--- src/include/rfs_pkg.sv ---
/*
 * Constants and types for the receive frame store and error counters.
 * Assumes a single 50 MHz core clock and bytes already deserialised and
 * SFD-aligned by the receive front end; address filter result supplied.
 */
package rfs_pkg;

	localparam int          FIFO_DEPTH      = 8;
	localparam int          FIFO_WIDTH      = 32;
	localparam logic [3:0]  BURST_LEVEL     = 4'h6;
	localparam logic [10:0] LONG_FRAME_MAX  = 11'h5EE;
	localparam logic [2:0]  ADDR_BYTES      = 3'h6;
	localparam logic [7:0]  CNT_MAX         = 8'hFF;
	localparam logic [7:0]  CNT_IRQ_LEVEL   = 8'hC0;
	localparam logic [7:0]  CNT_RESET       = 8'h00;

	// Status word field positions
	localparam int ST_OK      = 0;
	localparam int ST_CRC     = 1;
	localparam int ST_ALIGN   = 2;
	localparam int ST_LONG    = 3;
	localparam int ST_MISSED  = 4;
	localparam int ST_ABORT   = 5;
	localparam int ST_LEN_LSB = 16;

	typedef enum logic [1:0] {
		RFS_IDLE,
		RFS_ADDR,
		RFS_DATA,
		RFS_DROP
	} rfs_phase_t;

endpackage

--- src/include/rfs_stream_if.sv ---
/*
 * Word stream carrier between frame logic and its FIFO.
 * Assumes both ends share core_clk_i.
 */
`timescale 1ns/100ps
interface rfs_stream_if;
	logic [31:0] data;
	logic        valid;
	logic        ready;
	logic        flush;
	logic [3:0]  level;
	modport src (output data, output valid, output flush, input ready, input level);
	modport snk (input data, input valid, input flush, output ready, output level);
endinterface

--- src/hdl/rfs_fifo.sv ---
/*
 * Parameterised word FIFO with valid/ready on both sides and flush.
 * Assumes the drain side honours out_ready back-pressure.
 */
`timescale 1ns/100ps
module rfs_fifo
	import rfs_pkg::*;
#(
	parameter int WIDTH = 32,
	parameter int DEPTH = 8
) (
	// Clock and reset
	input  wire logic             core_clk_i,
	input  wire logic             reset_n_i,
	// Fill side
	rfs_stream_if.snk             in_s,
	// Drain side
	output logic [WIDTH-1:0]      out_data_o,
	output logic                  out_valid_o,
	input  wire logic             out_ready_i
);
	localparam int AW = $clog2(DEPTH);

	typedef struct packed {
		logic [AW-1:0] wp;
		logic [AW-1:0] rp;
		logic [AW:0]   cnt;
	} rfs_fifo_st_t;

	rfs_fifo_st_t         st;
	rfs_fifo_st_t         next_st;
	logic [WIDTH-1:0]     mem [DEPTH];
	logic                 push;
	logic                 pop;

	assign out_valid_o = (st.cnt != '0);
	assign out_data_o  = mem[st.rp];
	assign in_s.ready  = (st.cnt != (AW+1)'(DEPTH));
	assign in_s.level  = 4'(st.cnt);
	assign push        = in_s.valid & in_s.ready & ~in_s.flush;
	assign pop         = out_valid_o & out_ready_i & ~in_s.flush;

	always_comb begin
		next_st = st;
		if (in_s.flush) begin
			next_st = '0;
		end else begin
			if (push) begin
				next_st.wp = st.wp + 1'b1;
			end
			if (pop) begin
				next_st.rp = st.rp + 1'b1;
			end
			next_st.cnt = st.cnt + (AW+1)'(push) - (AW+1)'(pop);
		end
	end

	always_ff @(posedge core_clk_i or negedge reset_n_i) begin
		if (!reset_n_i) begin
			st <= '0;
		end else begin
			st <= next_st;
		end
	end

	// Storage has no reset; occupancy guards every read
	always_ff @(posedge core_clk_i) begin
		if (push) begin
			mem[st.wp] <= in_s.data;
		end
	end
endmodule

--- src/hdl/rfs_top.sv ---
/*
 * Receive frame store: packs post-SFD bytes into an eight-dword FIFO,
 * bursts to local memory, checks errors, posts status, counts events.
 * Assumes the front end gives SFD-aligned bytes, an address verdict after
 * the sixth byte, a CRC-good verdict at frame end, and read strobes.
 */
`timescale 1ns/100ps
module rfs_top
	import rfs_pkg::*;
(
	// Clock and reset
	input  wire logic        core_clk_i,
	input  wire logic        reset_n_i,
	// Configuration
	input  wire logic        monitor_mode_i,
	input  wire logic        accept_errored_i,
	input  wire logic        long_check_en_i,
	// Receive byte stream
	input  wire logic        sfd_i,
	input  wire logic [7:0]  byte_i,
	input  wire logic        byte_valid_i,
	input  wire logic        frame_end_i,
	input  wire logic        crc_good_i,
	input  wire logic        odd_bits_i,
	input  wire logic        rx_er_i,
	input  wire logic        rx_dv_i,
	input  wire logic        addr_match_valid_i,
	input  wire logic        addr_match_i,
	// Local memory
	output logic             burst_req_o,
	input  wire logic        burst_ack_i,
	output logic [31:0]      mem_data_o,
	output logic             mem_valid_o,
	input  wire logic        mem_ready_i,
	input  wire logic        mem_full_i,
	output logic [31:0]      mem_status_o,
	output logic             mem_status_valid_o,
	// Status and counters
	output logic [31:0]      rx_status_o,
	output logic             overflow_irq_o,
	output logic             rx_error_irq_o,
	output logic             counter_irq_o,
	input  wire logic        crc_cnt_rd_i,
	input  wire logic        align_cnt_rd_i,
	input  wire logic        missed_cnt_rd_i,
	output logic [7:0]       crc_error_counter_o,
	output logic [7:0]       align_error_counter_o,
	output logic [7:0]       missed_frame_counter_o
);

	// ****************************************
	// Counter update helper
	// ****************************************
	function automatic logic [7:0] cnt_next(input logic [7:0] c, input logic inc,
						input logic rd);
		logic [7:0] base;
		base = rd ? CNT_RESET : c;
		if (inc && base != CNT_MAX) begin
			cnt_next = base + 8'h01;
		end else begin
			cnt_next = base;
		end
	endfunction

	// ****************************************
	// State
	// ****************************************
	typedef struct packed {
		rfs_phase_t  phase;
		logic [2:0]  addr_cnt;
		logic [1:0]  lane;
		logic [31:0] word;
		logic        word_valid;
		logic [10:0] len;
		logic        rx_err;
		logic        aborted;
		logic        missed_mem;
		logic [31:0] status;
		logic [31:0] mstatus;
		logic        mstatus_valid;
		logic        ovf_irq;
		logic        err_irq;
		logic        cnt_irq;
		logic        req;
		logic [7:0]  crc_cnt;
		logic [7:0]  aln_cnt;
		logic [7:0]  mis_cnt;
	} rfs_state_t;

	rfs_state_t  st;
	rfs_state_t  next_st;
	rfs_stream_if fifo_s ();

	rfs_fifo #(
		.WIDTH (FIFO_WIDTH),
		.DEPTH (FIFO_DEPTH)
	) u_fifo (
		.core_clk_i  (core_clk_i),
		.reset_n_i   (reset_n_i),
		.in_s        (fifo_s),
		.out_data_o  (mem_data_o),
		.out_valid_o (mem_valid_o),
		.out_ready_i (mem_ready_i)
	);

	// Memory drains whenever mem_ready_i is high, burst granted or not; that is the back-pressure
	logic storing;
	logic crc_bad;
	logic is_long;
	logic inc_crc;
	logic inc_aln;
	logic inc_mis;
	logic frame_ok;
	logic [7:0] nc;
	logic [7:0] na;
	logic [7:0] nm;

	assign fifo_s.data  = st.word;
	assign fifo_s.valid = st.word_valid;
	assign storing      = (st.phase == RFS_ADDR || st.phase == RFS_DATA) && !monitor_mode_i;

	always_comb begin
		next_st            = st;
		next_st.ovf_irq    = 1'b0;
		next_st.err_irq    = 1'b0;
		next_st.cnt_irq    = 1'b0;
		next_st.mstatus_valid = 1'b0;
		fifo_s.flush       = 1'b0;
		crc_bad            = 1'b0;
		is_long            = 1'b0;
		inc_crc            = 1'b0;
		inc_aln            = 1'b0;
		inc_mis            = 1'b0;
		frame_ok           = 1'b0;
		if (fifo_s.ready) begin
			next_st.word_valid = 1'b0;
		end
		// Burst request held until acknowledged with the level below BURST_LEVEL
		if (fifo_s.level >= BURST_LEVEL) begin
			next_st.req = 1'b1;
		end else if (burst_ack_i) begin
			next_st.req = 1'b0;
		end
		if (rx_er_i && rx_dv_i && st.phase != RFS_IDLE) begin
			next_st.rx_err = 1'b1;
		end
		unique case (st.phase)
			RFS_IDLE: begin
				if (sfd_i) begin
					next_st.phase      = RFS_ADDR;
					next_st.addr_cnt   = '0;
					next_st.lane       = '0;
					next_st.len        = '0;
					next_st.rx_err     = 1'b0;
					next_st.aborted    = 1'b0;
					next_st.missed_mem = 1'b0;
				end
			end
			RFS_ADDR, RFS_DATA: begin
				if (byte_valid_i) begin
					next_st.len = (st.len == '1) ? st.len : st.len + 11'h001;
					next_st.word[8*st.lane +: 8] = byte_i;
					next_st.lane = st.lane + 2'h1;
					// Dword packs little-endian, one path word per four bytes
					if (st.lane == 2'h3 && storing) begin
						next_st.word_valid = 1'b1;
					end
					if (st.phase == RFS_ADDR && st.addr_cnt != ADDR_BYTES) begin
						next_st.addr_cnt = st.addr_cnt + 3'h1;
					end
				end
				if (st.phase == RFS_ADDR && addr_match_valid_i) begin
					if (addr_match_i) begin
						next_st.phase = RFS_DATA;
					end else begin
						next_st.phase = RFS_DROP;
						fifo_s.flush  = 1'b1;
						next_st.word_valid = 1'b0;
					end
				end
				if (mem_full_i && storing && !frame_end_i) begin
					next_st.phase      = RFS_DROP;
					next_st.aborted    = 1'b1;
					next_st.missed_mem = 1'b1;
					next_st.ovf_irq    = 1'b1;
					fifo_s.flush       = 1'b1;
					next_st.word_valid = 1'b0;
				end
			end
			RFS_DROP: begin
				if (rx_er_i && rx_dv_i) begin
					next_st.rx_err = 1'b1;
				end
			end
			default: begin
				next_st.phase = RFS_IDLE;
			end
		endcase

		// Frame completion: checks, status, counters
		if (frame_end_i && st.phase != RFS_IDLE) begin
			next_st.phase = RFS_IDLE;
			crc_bad = !crc_good_i || st.rx_err;
			is_long = long_check_en_i && (st.len > LONG_FRAME_MAX);
			frame_ok = (st.phase == RFS_DATA) && !st.missed_mem;
			inc_crc = crc_bad && !is_long;
			inc_aln = crc_bad && odd_bits_i && !is_long;
			inc_mis = st.missed_mem
				|| (monitor_mode_i && frame_ok && (!crc_bad || accept_errored_i));
			if (crc_bad && !monitor_mode_i) begin
				next_st.err_irq = 1'b1;
			end
			next_st.status = '0;
			next_st.status[ST_OK]    = frame_ok && !crc_bad;
			next_st.status[ST_CRC]   = crc_bad;
			next_st.status[ST_ALIGN] = crc_bad && odd_bits_i;
			next_st.status[ST_LONG]  = is_long;
			next_st.status[ST_MISSED] = inc_mis;
			next_st.status[ST_ABORT] = st.aborted || (crc_bad && !accept_errored_i);
			next_st.status[ST_LEN_LSB +: 11] = st.len;
			// Saved frames carry their status; others leave it to be overwritten
			if (frame_ok && !monitor_mode_i && (!crc_bad || accept_errored_i)) begin
				next_st.mstatus       = next_st.status;
				next_st.mstatus_valid = 1'b1;
				if (st.lane != 2'h0) begin
					next_st.word_valid = 1'b1;
				end
			end else if (!monitor_mode_i && frame_ok) begin
				fifo_s.flush = 1'b1;
				next_st.word_valid = 1'b0;
			end
		end

		nc = cnt_next(st.crc_cnt, inc_crc, crc_cnt_rd_i);
		na = cnt_next(st.aln_cnt, inc_aln, align_cnt_rd_i);
		nm = cnt_next(st.mis_cnt, inc_mis, missed_cnt_rd_i);
		// Edge into threshold only, so a parked counter does not re-fire
		if ((nc == CNT_IRQ_LEVEL && st.crc_cnt != CNT_IRQ_LEVEL)
			|| (na == CNT_IRQ_LEVEL && st.aln_cnt != CNT_IRQ_LEVEL)
			|| (nm == CNT_IRQ_LEVEL && st.mis_cnt != CNT_IRQ_LEVEL)) begin
			next_st.cnt_irq = 1'b1;
		end
		next_st.crc_cnt = nc;
		next_st.aln_cnt = na;
		next_st.mis_cnt = nm;
	end

	always_ff @(posedge core_clk_i or negedge reset_n_i) begin
		if (!reset_n_i) begin
			st       <= '0;
			st.phase <= RFS_IDLE;
		end else begin
			st <= next_st;
		end
	end

	// ****************************************
	// Outputs
	// ****************************************
	// Monitor mode never lets the drain side see a request
	assign burst_req_o            = st.req && !monitor_mode_i;
	assign mem_status_o           = st.mstatus;
	assign mem_status_valid_o     = st.mstatus_valid;
	assign rx_status_o            = st.status;
	assign overflow_irq_o         = st.ovf_irq;
	assign rx_error_irq_o         = st.err_irq;
	assign counter_irq_o          = st.cnt_irq;
	assign crc_error_counter_o    = st.crc_cnt;
	assign align_error_counter_o  = st.aln_cnt;
	assign missed_frame_counter_o = st.mis_cnt;
endmodule

--- config.mk ---
export PLATFORM = sky130hd
export DESIGN_NAME = rfs_top
export DESIGN_NICKNAME = d
export VERILOG_FILES = /design/src/include/rfs_pkg.sv /design/src/include/rfs_stream_if.sv /design/src/hdl/rfs_fifo.sv /design/src/hdl/rfs_top.sv
export SDC_FILE = /design/constraint.sdc
export NUM_CORES = 1
export LEC_CHECK = 0
export BUFFER_PORTS_ARGS = -buffer_cell sky130_fd_sc_hd__buf_4
export CAP_MARGIN = 5
export CELL_PAD_IN_SITES_DETAIL_PLACEMENT = 1
export CELL_PAD_IN_SITES_GLOBAL_PLACEMENT = 1
export CORE_ASPECT_RATIO = 1.75
export CORE_MARGIN = 4
export CORE_UTILIZATION = 45
export DETAILED_ROUTE_END_ITERATION = 12
export GPL_ROUTABILITY_DRIVEN = 0
export PLACE_DENSITY_LB_ADDON = 0.1
export SYNTH_ARGS = -nofsm -noshare
export SYNTH_HDL_FRONTEND = slang
export SYNTH_SLANG_ARGS = --single-unit
--- constraint.sdc ---
create_clock -name core_clk_i -period 11.8 [get_ports core_clk_i]
set_clock_uncertainty 0.05 [all_clocks]
set_input_delay 1.77 -clock core_clk_i [delete_from_list [all_inputs] [get_ports core_clk_i]]
set_output_delay 1.77 -clock core_clk_i [all_outputs]
set_load 0.05 [all_outputs]
After elaboration in Yosys (flattened, before gate mapping):

Memories as Yosys holds them, arrays and structs flattened.
Cells that the tools add are included.

* eq/ne operators: 23
* reductions and logical operators: 59
* mux-type cells: 57
* bitwise operators: 5
* $add $sub $neg: 11
* shifts and indexed selects: 2
* magnitude comparators: 2

Operators by type and width (count)
* 49-bit two-way mux: 1
* 8-bit two-way mux: 6
* 8-bit != test (second input constant): 6
* 1-bit two-way mux: 34
* 5-bit negator with 34-bit output: 1
* 8-bit by 34-bit variable shift with 32-bit output (first input constant): 1
* 8-bit by 34-bit indexed part select with 32-bit output: 1
* 32-bit bitwise mux: 1
* 1-bit logical AND: 28
* 8-bit by 1-bit adder with 8-bit output (second input constant): 3
* 8-bit == test (second input constant): 3
* 11-bit one-hot mux with 2 select lines: 1
* 14-bit two-way mux: 1
* 7-bit one-hot mux with 2 select lines: 1
* 2-bit nonzero test: 6
* 11-bit by 1-bit adder with 11-bit output (second input constant): 1
* 11-bit == test (second input constant): 1
* 11-bit greater-than comparator (second input constant): 1
* 11-bit two-way mux: 1
* 10-bit two-way mux: 1
* 2-bit != test (second input constant): 5
* 3-bit by 1-bit adder with 3-bit output (second input constant): 3
* 3-bit two-way mux: 3
* 3-bit AND reduction: 3
* 22 further kinds: 46

* register bits: 127
* output and inout port bits: 126
* memories kept: 1
* bits in writable memories: 256

Memories
* u_fifo.mem: depth 8, width 32, read ports 1, clocked after Yosys merged registers in 0, wr ports 1, line rfs_fifo.sv:32 `logic [WIDTH-1:0] mem [DEPTH];`

Longest topological paths before layout:

Gate-level depths: netlist of the first run.

* depth after elaboration: 15
* depth in mapped cells: 17

Modules after synthesis:

From an unflattened synthesis of the first run, not the netlist that was laid out.

* cell total of the unflattened synthesis: 1058
* area total of the unflattened synthesis: 16338.2 um2

By module, submodules not included
* rfs_fifo: instances 1, sequential area each 7937.6 um2, cells an instance 451, area each 10317.4 um2
* rfs_top: instances 1, sequential area each 2827.7 um2, cells an instance 607, area each 6020.8 um2

Least setup slack after synthesis of the first run:

Ideal clock, no wire load.

* path type: input port to flip-flop
* start point: input frame_end_i
* end point: memory u_fifo.mem[4][0] (enable)
* path slack: 6.016 ns
* setup time: 0.468 ns
* stages: 7
* arrival time: 5.266 ns
* data required time: 11.282 ns
* path through: nand2b_1 clkbuf_1 nor3_1 nand2_1 o211ai_1 or3_1 nor3b_1

* longest elaborated chain between the ends: 11

Ends and longest elaborated chain
* start: declaration: line rfs_top.sv:22 `input wire logic frame_end_i,`
* 1-bit zero test: line rfs_top.sv:181 `if (mem_full_i && storing && !frame_end_i) begin`
* 1-bit logical AND: line rfs_top.sv:181
* 1-bit two-way mux: line rfs_top.sv:181
* 1-bit two-way mux: line rfs_top.sv:147 `unique case (st.phase)`
* 1-bit two-way mux: line rfs_top.sv:228 `end else if (!monitor_mode_i && frame_ok) begin`
* 1-bit two-way mux: line rfs_top.sv:222 `if (frame_ok && !monitor_mode_i && (!crc_bad || accept_errored_i)) begin`
* 1-bit two-way mux (*): line rfs_top.sv:201 `if (frame_end_i && st.phase != RFS_IDLE) begin`
* 1-bit NOT (*): line rfs_fifo.sv:40 `assign push = in_s.valid & in_s.ready & ~in_s.flush;`
* 1-bit AND (*): line rfs_fifo.sv:40
* 1-bit two-way mux (*): line rfs_fifo.sv:68 `if (push) begin`
* 1-bit two-way mux (implied by the code) (*): line rfs_fifo.sv:69 `mem[st.wp] <= in_s.data;`
* end: declaration: line rfs_fifo.sv:32

Mark *: on every way between the ends. The rest lies on a longest branch, timed or not.

Worst setup path in the final report of the first run:

* start point: register u_fifo.st[4] in the netlist's numbering
* end point: output mem_data_o[31]

* longest elaborated chain between the ends: 1

Ends and longest elaborated chain
* start: declaration: line rfs_fifo.sv:30 `rfs_fifo_st_t st;`
* start signal: assignment: line rfs_fifo.sv:62 `st <= next_st;`
* memory read 8 x 32 bit
* end: declaration: line rfs_top.sv:32 `output logic [31:0] mem_data_o,`

No other way between the ends.

==> impl_metrics.toml, run 1 <==
[hold_path]
min_to = "rx_status_o[5]"
hold_depth = 2
hp-class = "reg -> reg"
min_from = "rx_status_o[5]"

[layout]
area_delta_synth_final_pct = 13.4
drive_above_1_share_pct = 27.1
multiInputGateArea_mm2 = 0.00470
n_fill_cell = 3448
fin_cells = 1632
seqCellArea_mm2 = 0.0108
num_antenna_cells = 0
nNetsFinal = 1193
stdcell_area_mm2 = 0.0184
finish.utilization_pct = 51.9

[placement]
place_area_mm2 = 0.0172
io_buffers = 123
dp_hpwl_um = 24200
pre_cts_ws_ps = 7220
placed_cells = 1569

[global_routing]
antenna_found_initial = 0
grt_pass1_wl_um = 59200
grtUsageTotal_pct = 19.9
grt_util_met3_pct = 3.14
grtUsageMet2_pct = 37.7
grt-ovfl-total = 0
gr-usage-met1_pct = 22.9
top_usage_layer = "met2"
grt_pass1_vias = 9864
grt_max_degree = 85

[critical_path]
arrival_ps = 3210
worstPathCellList = "buf_4 -> mux4_2 -> mux2_2 -> buf_4"
reg2reg_to = "u_fifo.mem[7][21]"
critPathRequiredTime_ps = 9980
rr_worst_depth = 9
start_kind = "register"
crit_slowest_cell = "dfrtp_4"
r2r_slack_ps = 8420
cp_max_fo = 39
crit_top_cell = "buf_4"
crit-reg2reg-launch = "st[145]"
critPathCaptureType = "primary output"
critPathMaxStageDelay_ps = 970
crit_type = "reg -> out"

[yosys]
synth_area_mm2 = 0.0162
synth_edf_count = 256
yosys_most_used_dff = "edfxtp_1"
async_reset_ff_share_pct = 32.5
ys_types = 63
synthCells = 1059
postSynthAreaPerCell_um2 = 15.3
synth-seq-cells = 379
yosysSeqAreaShare_pct = 66.4
synth_warnings = 0

[pwr]
powerDensity_mw_per_mm2 = 229
p_leak_nw = 7.25
p_total_mw = 4.20
pwr-share-clk_pct = 27.6
p_int_mw = 2.75
seqPwrFrac_pct = 41.6
switching_power_mw = 1.45
p_comb_share_pct = 30.8
sw_frac_of_total_pct = 34.6
ir_drop_mv = 0.122

[detailed_routing]
finalWirelength_um = 37700
avgViaCountPerCell = 5.46
drt-wirelength-per-cell_um = 23.1
ant_nets = 0
first_pass_iters = 4
vias = 8903
drc = 0
drtIter0Drc = 361

[floorplanning]
ios = 154
die_width_um = 151
start_util_pct = 45.8
fp.coreArea_mm2 = 0.0354
die_h_um = 259
die-area_mm2 = 0.0392
core.rowCount = 91

[sta]
slew-limit-headroom_pct = 42.2
tightestPinTransition_ps = 867
rsz0062_at_grt = "no"
period_needed_ps = 5030
fin_ws_ps = 6770
period_share_pct = 42.6
slew_violations = 0
setup_viol = 0
setup_tns_ps = 0
fin_hold_ws_ps = 433
finalHoldViolCount = 0
max_freq_mhz = 199

[clock_tree]
clock_sinks = 379
cts_root_buffer = "clkbuf_16"
cts_tree = "done"
cts_buffers = 35
clockBufferDepth = 3
cts-hold-fix-buffers = 0
h-tree-depth = 2
ctsResizeCount = 0
clkTransAtPathRegs_ps = 60
clock_latency_ps = 530
postCtsSetupRepairBufs = 0

[outcome]
status = "completed"

[flow_run]
max-cap-violations = 0
-- cell families after synthesis --
group | Yosys count | share of synthesized area [%]
compound gates | 108 | 4.87
xor+xnor | 27 | 1.46
fa+ha+maj | 24 | 1.90
buf+inv | 150 | 5.59
flops | 379 | 66.4
mux | 105 | 11.7
other cells | 1 | 0.0231
simple gates | 265 | 8.03
-- worst max-delay path, delay by kind of cell (launching register included) --
family                 cells  cell delay (ps)
flip-flops                 1              970
multiplexers               2              870
buffers and inverters      2              800
-- cell type report --
| type | instances | share of cell area, % |
|---|---|---|
| clock buffers | 44 | 5.06 |
| clock inverters | 19 | 1.23 |
| inverters | 20 | 0.408 |
| multi-input cells | 559 | 25.6 |
| flip-flops and latches | 379 | 58.6 |
| well taps | 465 | 3.17 |
| repair buffers | 146 | 5.98 |
-- worst max-delay path by stage --
stage | cells past startpoint | startpoint | slack, ps | end
after floorplan | 7 | frame_end_i | 6020 | u_fifo.mem[4][0]
after global placement | 4 | u_fifo.st[4] | 7230 | mem_data_o[31]
after detailed placement | 4 | u_fifo.st[4] | 7220 | mem_data_o[31]
after CTS | 4 | u_fifo.st[4] | 6660 | mem_data_o[31]
after global routing | 4 | u_fifo.st[4] | 6520 | mem_data_o[31]
final | 4 | u_fifo.st[4] | 6770 | mem_data_o[31]
-- Yosys cell counts (8+ instances only) --
library cell | number | area [µm²]
ha_1 | 23 | 288
nor2b_1 | 13 | 81.3
xnor2_1 | 15 | 131
nor2_1 | 43 | 161
mux4_2 | 64 | 1440
nand2b_1 | 11 | 68.8
nand2_1 | 107 | 402
buf_1 | 8 | 30.0
edfxtp_1 | 256 | 7690
o21ai_0 | 29 | 145
clkbuf_1 | 29 | 109
inv_1 | 20 | 75.1
nand3_1 | 29 | 145
mux2_2 | 39 | 439
xor2_1 | 12 | 105
nand4_1 | 10 | 62.6
a22o_1 | 35 | 307
nor3_1 | 8 | 40.0
dfrtp_1 | 123 | 3080
buf_4 | 88 | 661
-- registers in the layout, indices dropped and copies added (netlist names), named ones only --
signal	cells
align_error_counter_o	8
u_fifo.st	6
fifo_s.valid	1
rx_status_o	17
u_fifo.in_s.level	4
rx_error_irq_o	1
overflow_irq_o	1
crc_error_counter_o	8
counter_irq_o	1
u_fifo.mem	256
mem_status_o	17
st	18
mem_status_valid_o	1
missed_frame_counter_o	8
-- power groups by stage --
stage,combinational [mW],clock (mW),sequential [mW]
2_1_floorplan,1.06,0,1.67
3_3_place_gp,1.31,0,1.78
3_5_place_dp,1.32,0,1.78
4_1_cts,1.32,1.19,1.76
5_1_grt,1.39,1.25,1.78
6_report,1.30,1.16,1.75
-- routing by layer --
layer | share of wire [%] | routed length [µm]
met1 | 36 | 13600
met2 | 57 | 21500
met3 | 4.8 | 1800
met4 | 2.3 | 872
met5 | 0 | 0
-- layout by cell type, fill, tap and decap left out, types with 20 or more instances in the layout --
cell type	instances
buf_4	145
nand3_1	29
o21ai_0	28
edfxtp_1	256
a22o_1	35
mux2_2	39
ha_1	23
dfrtp_1	121
inv_1	20
nor2_1	41
conb_1	30
clkbuf_16	36
mux4_2	64
nand2_1	107
Power figures use the tool's default switching activity.
==> inputs of run 2 (changes only) <==
Clock period 11.8 ns to 4.1 ns, I/O delays scaled along.
==> impl_metrics.toml, run 2 (synthesis gave the netlist of run 1 again) <==
[flow_run]
max-cap-violations = 0

[detailed_routing]
drtIter0Drc = 388
drc = 0
first_pass_iters = 5
vias = 8976
finalWirelength_um = 38400
drt-wirelength-per-cell_um = 23.5
ant_nets = 0
avgViaCountPerCell = 5.49

[critical_path]
arrival_ps = 3690
start_kind = "register"
crit_slowest_cell = "dfrtp_1"
critPathCaptureType = "register"
crit-reg2reg-launch = "st[145]"
rr_worst_depth = 15
cp_max_fo = 9
reg2reg_to = "u_fifo.in_s.level[2]"
cp_num_cells = 15
critPathRequiredTime_ps = 4450
crit_type = "reg -> reg"
critPathMaxStageDelay_ps = 390
r2r_slack_ps = 760
crit_top_cell = "ha_1"
cpLargestDelayFamily = "adder cells"
cp-startpoint = "st[145]"
crit_end = "u_fifo.in_s.level[2]"
worstPathCellList = "inv_1 -> ha_1 -> buf_4 -> nand2b_1 -> nor3_1 -> nand2_1 -> o211ai_1 -> buf_4 -> nor2_1 -> ha_1 -> inv_1 -> ha_1 -> fa_1 -> xnor2_1 -> nor2_1"
crit_buf_inv = 4

[hold_path]
hp-class = "in -> async"

[sta]
period_needed_ps = 3340
slew_violations = 0
fin_ws_ps = 762
setup_viol = 0
rsz0062_at_grt = "no"
period_share_pct = 81.4
slew-limit-headroom_pct = 46.2
finalHoldViolCount = 0
max_freq_mhz = 300
tightestPinTransition_ps = 807

[layout]
seqCellArea_mm2 = 0.0108
top_regs = "u_fifo.mem x256, st x18"
area_delta_synth_final_pct = 13.7
largest_register_ffs = 256
final_common_cell = "edfxtp_1"
nNetsFinal = 1195
n_fill_cell = 3399
multiInputGateArea_mm2 = 0.00470
drive_above_1_share_pct = 27.5
final_cell_mix = "edfxtp_1, buf_4, dfrtp_1, nand2_1, mux4_2"
num_antenna_cells = 0
regMostFlops = "u_fifo.mem"
fin_cells = 1634

[global_routing]
grt_pass1_vias = 10100
grt_pass1_wl_um = 59900
grt-ovfl-total = 0
grt_max_degree = 79
antenna_found_initial = 0
grtUsageTotal_pct = 20.2

[clock_tree]
h-tree-depth = 2
clock_latency_ps = 520
cts_tree = "done"
cts_root_buffer = "clkbuf_16"
cts-hold-fix-buffers = 0
cts_buffers = 36
clockBufferDepth = 3
ctsResizeCount = 0
clock_sinks = 379
postCtsSetupRepairBufs = 0
clkTransAtPathRegs_ps = 70

[floorplanning]
core.rowCount = 91
fp.coreArea_mm2 = 0.0354
start_util_pct = 45.8
die_h_um = 259
die_width_um = 151
ios = 154
die-area_mm2 = 0.0392

[placement]
placed_cells = 1570
dp_hpwl_um = 24200
io_buffers = 123
pre_cts_ws_ps = 741

[pwr]
p_leak_nw = 7.26
powerDensity_mw_per_mm2 = 658
ir_drop_mv = 0.370
p_total_mw = 12.1

[outcome]
status = "completed"
==> run 2: cell types whose count changed in the layout (fill, tap and decap cells not counted), moves of 2 or more <==
cell	delta
nor2_4	-2
nor3b_2	-2
clkinv_1	-3
buf_4	-3
bufinv_16	-3
clkinvlp_4	+2
buf_12	+4
nor2_2	+2
clkbuf_8	+4
nor3b_4	+2
==> run 2: per-stage QoR <==
step	instance area [µm²]	utilization, %	hold WS (ps)	TNS, ps
after floorplan	16300	-	269	-62480
after global placement	17300	48.8	411	0
after detailed placement	17300	48.8	418	0
after CTS	18400	52.1	106	0
after global routing	18400	52.1	134	0
final	18400	52.1	73.7	0
==> run 2: report_power, final <==
group | switching (mW) | internal [mW]
clock network | 1.41 | 1.86
registers | 0.490 | 4.52
logic | 2.34 | 1.52
==> run 2: worst min-delay path by stage <==
stage,start,end,slack [ps],cells past startpoint
2_1_floorplan,reset_n_i,async pin,270,0
6_report,reset_n_i,rx_status_o[19],70,1
4_1_cts,reset_n_i,rx_status_o[19],110,1
3_3_place_gp,rx_status_o[5],rx_status_o[5],410,2
5_1_grt,reset_n_i,rx_status_o[19],130,1
3_5_place_dp,rx_status_o[18],rx_status_o[18],420,2
==> run 2: final cells by class <==
type                            count  area share, %
Clock buffer                       48           5.46
Clock inverter                     16          0.760
Timing Repair Buffer              147           6.28
Tap cell                          465           3.16
Inverter                           20          0.407
Multi-Input combinational cell    559           25.5
Sequential cell                   379           58.4
==> run 2: worst register-to-register path, stage by stage (launching register included) <==
cell      delay, ps
dfrtp_1         390
inv_1            80
ha_1            200
buf_4           160
nand2b_1        160
nor3_1          390
nand2_1         120
o211ai_1        240
buf_4           260
nor2_1           60
ha_1            260
inv_1            40
ha_1            210
fa_1            380
xnor2_1         180
nor2_1           60
==> run 2: metal layers <==
metal / part of all wire, % / up-vias / global-route usage [%]
met5: 0 / - / 0
met1: 37 / 4693 / 23.7
met2: 57 / 209 / 38.1
met4: 1.9 / 0 / 4.84
met3: 4.4 / 46 / 3.09
li1: - / 4028 / -
==> inputs of run 3 (changes only) <==
Clock period 4.1 ns to 3.4 ns, I/O delays scaled along.
==> impl_metrics.toml, run 3 (synthesis gave the netlist of run 1 again) <==
[critical_path]
cpLargestDelayFamily = "simple AND/OR/NAND/NOR gates"
critPathRequiredTime_ps = 3760
cp_max_fo = 5
arrival_ps = 3390
crit_buf_inv = 1
crit_slowest_cell = "or4b_4"
crit_top_cell = "o2111ai_1"
worstPathCellList = "inv_1 -> ha_1 -> nor2b_1 -> o2111ai_1 -> or4b_4 -> or4_4 -> a211oi_2 -> o2111ai_1 -> o311ai_1"
critPathMaxStageDelay_ps = 560
crit_type = "reg -> reg"
start_kind = "register"
critPathCaptureType = "register"

[floorplanning]
ios = 154
fp.coreArea_mm2 = 0.0354
die_h_um = 259
die_width_um = 151
die-area_mm2 = 0.0392
start_util_pct = 45.8
core.rowCount = 91

[detailed_routing]
drc = 0
finalWirelength_um = 37900
drt-wirelength-per-cell_um = 23.1
dr_wl_met3_um = 1580
highest_layer = "met4"
wl_met1_um = 13700
first_pass_iters = 4
avgViaCountPerCell = 5.52
ant_nets = 0
drtIter0Drc = 362
wl_met2_um = 21700
vias = 9068

[layout]
regMostFlops = "u_fifo.mem"
top_regs = "u_fifo.mem x256, st x18"
drive_above_1_share_pct = 27.7
multiInputGateArea_mm2 = 0.00473
final_common_cell = "edfxtp_1"
n_fill_cell = 3437
final_cell_mix = "edfxtp_1, buf_4, dfrtp_1, nand2_1, mux4_2"
nNetsFinal = 1204
area_delta_synth_final_pct = 14.9
finish.utilization_pct = 52.6
largest_register_ffs = 256
num_antenna_cells = 0
seqCellArea_mm2 = 0.0108

[placement]
dp_hpwl_um = 24400
pre_cts_ws_ps = 289
io_buffers = 123

[sta]
period_share_pct = 89.1
period_needed_ps = 3030
finalHoldViolCount = 0
setup_viol = 0
tightestPinTransition_ps = 695
fin_ws_ps = 370
slew_violations = 0
rsz0062_at_grt = "no"
max_freq_mhz = 330
slew-limit-headroom_pct = 53.6

[clock_tree]
h-tree-depth = 2
clock_sinks = 379
cts_buffers = 36
postCtsSetupRepairBufs = 0
cts_tree = "done"
ctsResizeCount = 0
clock_latency_ps = 520
clockBufferDepth = 3
clkTransAtPathRegs_ps = 60
cts_root_buffer = "clkbuf_16"

[pwr]
ir_drop_mv = 0.475
powerDensity_mw_per_mm2 = 785
p_leak_nw = 7.31

[flow_run]
max-cap-violations = 0

[outcome]
status = "completed"

[global_routing]
grt_max_degree = 71
grtUsageTotal_pct = 19.9
grt_pass1_wl_um = 59500
antenna_found_initial = 0
grt_pass1_vias = 9928
grt-ovfl-total = 0

[hold_path]
hp-class = "in -> reg"
[run 3: final timing paths]
check / startpoint / cells after the start / slack [ps] / endpoint
worst min register to register: mem_status_o[18] / 2 / 430 / mem_status_o[18]
worst max-delay path: st[145] / 9 / 370 / counter_irq_o
worst max register to register: st[145] / 9 / 370 / counter_irq_o
worst min-delay path: crc_cnt_rd_i / 2 / 180 / crc_error_counter_o[3]
max in group asynchronous: reset_n_i / 3 / 1970 / st[140]
min in group asynchronous: reset_n_i / 2 / 520 / rx_status_o[23]
[run 3: stage by stage]
| stage | total power [mW] | hold slack [ps] | setup TNS [ps] | std cells | cell area [µm²] |
|---|---|---|---|---|---|
| floorplan | 9.49 | 164 | -28960 | 1088 | 16400 |
| global placement | 10.8 | 413 | 0 | 1578 | 17500 |
| detailed placement | 10.9 | 419 | 0 | 1578 | 17500 |
| CTS | 14.9 | 154 | 0 | 1644 | 18600 |
| global route | 15.4 | 183 | 0 | 1644 | 18600 |
| finish | 14.6 | 176 | 0 | 1644 | 18600 |
[run 3: per-layer routing]
| metal | GRT usage [%] | up-vias |
|---|---|---|
| li1 | - | 4061 |
| met1 | 22.7 | 4760 |
| met2 | 38.1 | 190 |
| met3 | 2.85 | 57 |
| met4 | 5.55 | 0 |
| met5 | 0 | - |
[run 3: layout make-up]
class                   count  area share, %
flip-flops and latches    379           57.8
clock inverters            16          0.766
clock buffers              49           5.31
well taps                 465           3.12
repair buffers            156           7.13
multi-input cells         559           25.4
inverters                  20          0.403
[run 3: what timing repair did]
action,CTS,global route
endpoints found under the hold margin,68,0
endpoints found under the setup margin,0,0
hold buffers,1,0
[run 3: power breakdown]
part / total [mW] / internal (mW) / switching [mW]
combinational: 4.78 / 1.86 / 2.92
clock: 3.89 / 2.21 / 1.69
sequential: 5.95 / 5.45 / 0.498
total: 14.6 / 9.51 / 5.11
